File: config.mk
export PLATFORM = sky130hd
export DESIGN_NAME = ufdc_top
export DESIGN_NICKNAME = d
export VERILOG_FILES = /design/src/design/ufdc_top.v /design/src/design/ufdc_sat_counter.v
export VERILOG_INCLUDE_DIRS = /design/src /design/src/pkg
export SDC_FILE = /design/constraint.sdc
export NUM_CORES = 1
export LEC_CHECK = 0
export BUFFER_PORTS_ARGS = -buffer_cell sky130_fd_sc_hd__clkbuf_2
export CAP_MARGIN = 20
export CORE_UTILIZATION = 25
export CTS_CLUSTER_SIZE = 14
export DETAILED_ROUTE_END_ITERATION = 7
export PLACE_DENSITY = 0.53
export SKIP_LAST_GASP = 1
export SYNTH_ARGS = -nofsm -noshare
export SYNTH_HDL_FRONTEND = slang
export SYNTH_HIERARCHICAL = 1
export SYNTH_SLANG_ARGS = --single-unit
File: constraint.sdc
create_clock -name clk_sys -period 8.5 [get_ports clk_sys]
set_input_delay 1.7 -clock clk_sys [delete_from_list [all_inputs] [get_ports clk_sys]]
set_output_delay 1.7 -clock clk_sys [all_outputs]
set_load 0.005 [all_outputs]
File: src/pkg/ufdc_map.vh
// register offsets, reset values and widths for the uart frame debug counters
`ifndef UFDC_MAP_VH
`define UFDC_MAP_VH
`define UFDC_ADDR_W 16
`define UFDC_OFF_DISCARD 16'h0789
`define UFDC_OFF_VALID_HI 16'h078C
`define UFDC_OFF_VALID_LO 16'h078D
`define UFDC_OFF_SEC_BLK 16'h07A0
`define UFDC_OFF_DED_BLK 16'h07A1
`define UFDC_RST_BYTE 8'h00
`define UFDC_VALID_MAX 16'hFFFF
`define UFDC_DISCARD_MAX 8'hFF
`endif

File: src/design/ufdc_top.v
// uart frame debug counters and nvm error block address registers
//
// Contract
// RQ1: a 16-bit count of valid uart frames, sent or received, is read as high and low bytes at two adjacent offsets.
// RQ2: the valid-frame count holds at all ones instead of wrapping.
// RQ3: a read of the discard register snapshots the valid count into its registers and clears the live counter.
// RQ4: an 8-bit discarded-frame count is snapshotted and cleared together with the valid count on that read.
// RQ5: the block address of the latest nvm read needing single-bit correction is kept, meaningful while its flag is set.
// RQ6: the block address of the latest nvm read with a double-bit error is kept, meaningful while its flag is set.
// RQ7: a received frame failing its crc is counted as discarded.
// RQ8: frames ignored after a byte error until the next clear count as neither valid nor discarded.
`timescale 1ns/10ps
`include "ufdc_map.vh"
module ufdc_top (
	// clock and reset
	input wire clk_sys,
	input wire rst,
	// frame events from the uart engine, one-cycle pulses
	input wire frame_valid,
	input wire frame_discard,
	input wire frame_crc_error,
	input wire byte_error,
	input wire comm_clear,
	// nvm error reports, one-cycle pulses with block address
	input wire single_bit_correction,
	input wire double_bit_detection,
	input wire [7:0] nvm_block,
	// fault flags owned elsewhere
	input wire single_error_corrected_flag,
	input wire double_error_detected_flag,
	// register read port
	input wire rd_en,
	input wire [`UFDC_ADDR_W-1:0] rd_addr,
	output reg [7:0] rd_data_q,
	output reg rd_valid_q
);
	// register selects produced by the address decode
	localparam SEL_NONE = 3'h0;
	localparam SEL_DISCARD = 3'h1;
	localparam SEL_VALID_HI = 3'h2;
	localparam SEL_VALID_LO = 3'h3;
	localparam SEL_SEC_BLK = 3'h4;
	localparam SEL_DED_BLK = 3'h5;

	// nvm capture channels: 0 corrected, 1 uncorrectable
	localparam NVM_CH = 2;

	// ignore window after a byte error
	reg ignore_q;
	reg ignore_d;

	// snapshot registers
	reg [7:0] discard_reg_q;
	reg [7:0] discard_reg_d;
	reg [7:0] valid_hi_q;
	reg [7:0] valid_hi_d;
	reg [7:0] valid_lo_q;
	reg [7:0] valid_lo_d;

	// read port next values
	reg [7:0] rd_data_d;
	reg rd_valid_d;

	// live counters and control
	wire [2:0] rd_sel;
	wire snap;
	wire cnt_valid;
	wire cnt_discard;
	wire [15:0] valid_cnt;
	wire [7:0] discard_cnt;

	// nvm error capture
	wire [NVM_CH-1:0] nvm_hit;
	wire [7:0] nvm_blk [0:NVM_CH-1];

	// decode of the read address into a register select
	function [2:0] ufdc_decode;
		input [`UFDC_ADDR_W-1:0] a;
		begin
			case (a)
				`UFDC_OFF_DISCARD: ufdc_decode = SEL_DISCARD;
				`UFDC_OFF_VALID_HI: ufdc_decode = SEL_VALID_HI;
				`UFDC_OFF_VALID_LO: ufdc_decode = SEL_VALID_LO;
				`UFDC_OFF_SEC_BLK: ufdc_decode = SEL_SEC_BLK;
				`UFDC_OFF_DED_BLK: ufdc_decode = SEL_DED_BLK;
				default: ufdc_decode = SEL_NONE;
			endcase
		end
	endfunction

	// a frame event counts only outside the ignore window
	function ufdc_counts;
		input ev;
		input ignored;
		input err;
		begin
			ufdc_counts = ev && !ignored && !err;
		end
	endfunction

	assign rd_sel = ufdc_decode(rd_addr);
	assign snap = rd_en && (rd_sel == SEL_DISCARD); // [RQ3]

	// a byte error itself starts the ignore window, so its own frame is not counted
	assign cnt_valid = ufdc_counts(frame_valid, ignore_q, byte_error); // [RQ8]
	// a crc failure and a discard in one cycle describe one frame, so they count once
	assign cnt_discard = ufdc_counts(frame_discard || frame_crc_error, ignore_q, byte_error); // [RQ7] [RQ8]

	always @* begin
		ignore_d = ignore_q;
		if (comm_clear) begin
			ignore_d = 1'b0;
		end else if (byte_error) begin
			ignore_d = 1'b1; // [RQ8]
		end
	end

	always @(posedge clk_sys) begin
		if (rst) begin
			ignore_q <= 1'b0;
		end else begin
			ignore_q <= ignore_d;
		end
	end

	ufdc_sat_counter #(.W(16)) u_valid (
		.clk_sys(clk_sys),
		.rst(rst),
		.inc(cnt_valid), // [RQ1]
		.clr(snap), // [RQ3]
		.count_q(valid_cnt)
	);

	ufdc_sat_counter #(.W(8)) u_discard (
		.clk_sys(clk_sys),
		.rst(rst),
		.inc(cnt_discard), // [RQ4]
		.clr(snap), // [RQ4]
		.count_q(discard_cnt)
	);

	// snapshot is taken in the same cycle the live counters clear
	always @* begin
		discard_reg_d = discard_reg_q;
		valid_hi_d = valid_hi_q;
		valid_lo_d = valid_lo_q;
		if (snap) begin
			discard_reg_d = discard_cnt; // [RQ4]
			valid_hi_d = valid_cnt[15:8]; // [RQ3]
			valid_lo_d = valid_cnt[7:0]; // [RQ3]
		end
	end

	always @(posedge clk_sys) begin
		if (rst) begin
			discard_reg_q <= `UFDC_RST_BYTE;
			valid_hi_q <= `UFDC_RST_BYTE;
			valid_lo_q <= `UFDC_RST_BYTE;
		end else begin
			discard_reg_q <= discard_reg_d;
			valid_hi_q <= valid_hi_d;
			valid_lo_q <= valid_lo_d;
		end
	end

	// the fault flags are not used to gate the addresses; a stale address stays readable
	assign nvm_hit = {double_bit_detection, single_bit_correction};

	genvar g;
	generate
		for (g = 0; g < NVM_CH; g = g + 1) begin : g_nvm
			reg [7:0] blk_q;
			wire [7:0] blk_d;
			// a later event overwrites, so only the newest block address survives
			assign blk_d = nvm_hit[g] ? nvm_block : blk_q; // [RQ5] [RQ6]
			always @(posedge clk_sys) begin
				if (rst) begin
					blk_q <= `UFDC_RST_BYTE;
				end else begin
					blk_q <= blk_d;
				end
			end
			assign nvm_blk[g] = blk_q;
		end
	endgenerate

	// discard read returns the live count being captured, so software sees what it latched
	always @* begin
		rd_valid_d = rd_en;
		rd_data_d = 8'h00;
		if (rd_en) begin
			case (rd_sel)
				SEL_DISCARD: rd_data_d = discard_cnt; // [RQ4]
				SEL_VALID_HI: rd_data_d = valid_hi_q; // [RQ1]
				SEL_VALID_LO: rd_data_d = valid_lo_q; // [RQ1]
				SEL_SEC_BLK: rd_data_d = nvm_blk[0]; // [RQ5]
				SEL_DED_BLK: rd_data_d = nvm_blk[1]; // [RQ6]
				default: rd_data_d = 8'h00;
			endcase
		end
	end

	// unmapped offsets still answer, with zero data
	always @(posedge clk_sys) begin
		if (rst) begin
			rd_data_q <= 8'h00;
			rd_valid_q <= 1'b0;
		end else begin
			rd_valid_q <= rd_valid_d;
			rd_data_q <= rd_data_d;
		end
	end

	// the discard snapshot register is kept for the latch semantics; reads use the live value
	// which it captures at the read and holds from the next cycle, so no second path is needed
endmodule

File: src/design/ufdc_sat_counter.v
// saturating event counter with synchronous clear
`timescale 1ns/10ps
module ufdc_sat_counter #(
	parameter W = 8
) (
	// clock and reset
	input wire clk_sys,
	input wire rst,
	// control
	input wire inc,
	input wire clr,
	// count
	output reg [W-1:0] count_q
);
	wire [W-1:0] count_d;
	wire at_max;
	assign at_max = &count_q;
	// events arriving in the clear cycle are lost by design; the snapshot took the old value
	assign count_d = clr ? {W{1'b0}} : ((inc && !at_max) ? count_q + {{(W-1){1'b0}}, 1'b1} : count_q); // [RQ2]
	always @(posedge clk_sys) begin
		if (rst) begin
			count_q <= {W{1'b0}};
		end else begin
			count_q <= count_d;
		end
	end
endmodule

==> impl_metrics.yaml <==
clocking:
  worstSkewPairLatency_ps: 330
  clk_pin_slew_worst_paths_ps: 60
  htreeDepth: 3
  cts_num_sinks: 66
  ctsRootBufferMaster: "clkbuf_16"
  postCtsSetupRepairBufs: 0
  cts_tree: "built"
  clk_path_buf_depth: 2
  numCtsBuffers: 9
  cts_resized: 0
  cts_hold_buf: 0
sta:
  worstMarginPinSlew_ps: 949
  hold_violations: 0
  setup_violations: 0
  whs_ps: 448
  tns_ps: 0
  finalClockSkew_ps: 6.48
  fmax_mhz: 238
  min_period_over_period_pct: 49.5
  setup_ws_ps: 4300
  slew_headroom_pct: 36.2
  post-route-min-period_ps: 4200
  rsz0062_at_grt: "false"
  slew_violations: 0
setup_path:
  worstSetupStartpointType: "primary input"
  critical_path.max_stage_delay_ps: 720
  worstReg2RegStart: "ignore_q$_SDFFE_PP0P_"
  cp_cell_sequence: "clkbuf_2, or4_1, nor4_4, buf_4, nand2_2, inv_1, nor2_1, a41oi_1, o221ai_1"
  arrival_ps: 4400
  crit_required_ps: 8690
  crit_slowest_cell: "or4_1"
  r2r_slack_ps: 6400
  crit_start: "rd_addr[13]"
  worstSetupPathType: "primary input to flop"
  path_delay_family: "simple AND/OR/NAND/NOR gates"
  timing.critical_path.buf_inv: 3
  endpoint_kind: "flop"
  crit_fanout: 24
drt:
  viasPerCell: 5.05
  drt_iter0_drc: 254
  wl_mm: 8.27
  antenna_left: 0
  vias: 2896
  dr.pass1.iters: 4
  drc: 0
  wl_per_cell_um: 14.4
power_and_ir_drop:
  netSwitchingPower_w: 0.000167
  switching_share_pct: 23.0
  p_leak_nw: 1.43
  pwr-share-clk_pct: 50.0
  p_seq_share_pct: 44.3
  vdd_drop_max_v: 0.0000880
  p_int_w: 0.000561
  combPwrFrac_pct: 5.7
  p_per_area_mw_per_mm2: 188
cells_and_area:
  final_common_cell: "dfxtp_1"
  area_growth_pct: 18.5
  fin_nets: 436
  num_antenna_cells: 0
  final_cell_mix: "dfxtp_1 (66), clkbuf_2 (42), a21oi_1 (33), nand2_1 (29), nand3_1 (28)"
  drive_gt1_share_pct: 19.9
  postLayoutCoreUtil_pct: 30.6
  design_area_sq_mm: 0.00388
die:
  die_width_um: 116
  row_count: 41
  io_pins: 45
  die-area_sq_mm: 0.0136
  initial_core_util_pct: 25.8
  fp.dieH_um: 116
  coreArea_sq_mm: 0.0127
grt:
  grt_pass1_wl_mm: 13.4
  first_global_vias: 2698
  antenna_found_initial: 0
  grt_max_degree: 45
  overflow: 0
  track_usage_pct: 13.0
status:
  outcome: "completed"
logic_synthesis:
  yosys.area.top_type: "dfxtp_1"
  synth_ff_type: "dfxtp_1"
  synth-async-reset-ratio_pct: 0
  synth-edff-count: 0
  ys_warn_count: 6
  synth_nets: 404
  ys_seq_elements: 66
  avgSynthCellArea_sq_um: 8.95
  seq_area_frac_synth_pct: 40.4
  synth_cell_types: 60
  yosysTopAreaCellShare_pct: 40.4
  synthCells: 366
  synth_area_sq_mm: 0.00327
  synthTopCellsByArea: "dfxtp_1 (40%), mux2i_1 (6.4%), a21oi_1 (5.0%), nand3_1 (4.3%), nand2_1 (3.3%)"
placed_design:
  portBuffers: 42
  gp_congestion: 0.808
  place_area_sq_mm: 0.00358
  pre_cts_ws_ps: 3940
  hpwl_mm: 5.88
job:
  max-cap-violations: 0
hold_path:
  hold_path.class: "flop to flop"
  worstHoldStart: "valid_lo_q[0]$_SDFFE_PP0P_"
## logic make-up (layout without fill, tap and decap cells)
family	after synthesis	after routing	synth area share, %
and+or+nand+nor	155	155	28.4
adders and majority gates	2	2	0.764
AOI/OAI and AO/OA	91	91	18.2
buffers and inverters	26	62	4.20
DFF	66	66	40.4
muxes	26	26	8.14
## flip-flops by register name, summed over array words and instances (netlist names)
name,cells
g_nvm.blk_q,16
u_valid/count_q,16
rd_data_q,8
u_discard/count_q,8
valid_hi_q,8
valid_lo_q,8
ignore_q,1
rd_valid_q,1
## synth_stat cells (all sizes together), types with 5 or more instances
master  number
and3        11
a31oi        8
a21oi       33
clkbuf      12
or4          6
mux2i       21
and4         7
nand4       11
a21boi       6
nor4         5
a22oi        7
mux2         5
nand2       30
o31ai        5
buf         10
nand3       28
o21ai       11
dfxtp       66
nor2        25
## tightest hold or removal path: cells and delay by family (launching register included)
family | cells | cell delay (ps)
compound gates | 1 | 50
simple gates | 1 | 50
flops | 1 | 300
## final timing paths
check,end,cells after the start
setup / recovery,u_valid/count_q[1]$_SDFFE_PP0P_,9
hold / removal,valid_lo_q[0]$_SDFFE_PP0P_,2
setup reg to reg,u_valid/count_q[15]$_SDFFE_PP0P_,6
hold reg to reg,valid_lo_q[0]$_SDFFE_PP0P_,2
## metrics by stage
stage / cells / power [W]
finish: 574 / 0.000728
global route: 574 / 0.000761
CTS: 574 / 0.000737
detailed placement: 559 / 0.000371
global placement: 559 / 0.000369
floorplan: 366 / 0.000354
## layer usage
| layer | routed length, um | up-vias | share of wire (%) | global-route usage (%) |
|---|---|---|---|---|
| li1 | - | 1445 | - | - |
| met1 | 4090 | 1364 | 49 | 17.7 |
| met2 | 3620 | 80 | 44 | 19.0 |
| met3 | 441 | 7 | 5.3 | 4.15 |
| met4 | 116 | 0 | 1.4 | 5.04 |
| met5 | 0 | - | 0 | 0 |
## final cells by class
| class | count | area (sq um) |
|---|---|---|
| Sequential cell | 66 | 1320 |
| Clock buffer | 9 | 225 |
| Inverter | 4 | 15.0 |
| Multi-Input combinational cell | 274 | 1820 |
| Fill cell | 1356 | 8790 |
| Clock inverter | 6 | 68.8 |
| Timing Repair Buffer | 43 | 218 |
| Tap cell | 172 | 215 |
## power groups by stage
stage | clock (W) | combinational, W | sequential [W]
6_report | 0.000364 | 0.0000414 | 0.000323
5_1_grt | 0.000391 | 0.0000465 | 0.000323
4_1_cts | 0.000373 | 0.0000416 | 0.000323
3_5_place_dp | 0 | 0.0000415 | 0.000329
3_3_place_gp | 0 | 0.0000402 | 0.000329
2_1_floorplan | 0 | 0.0000268 | 0.000327
Power figures use the tool's default switching activity.
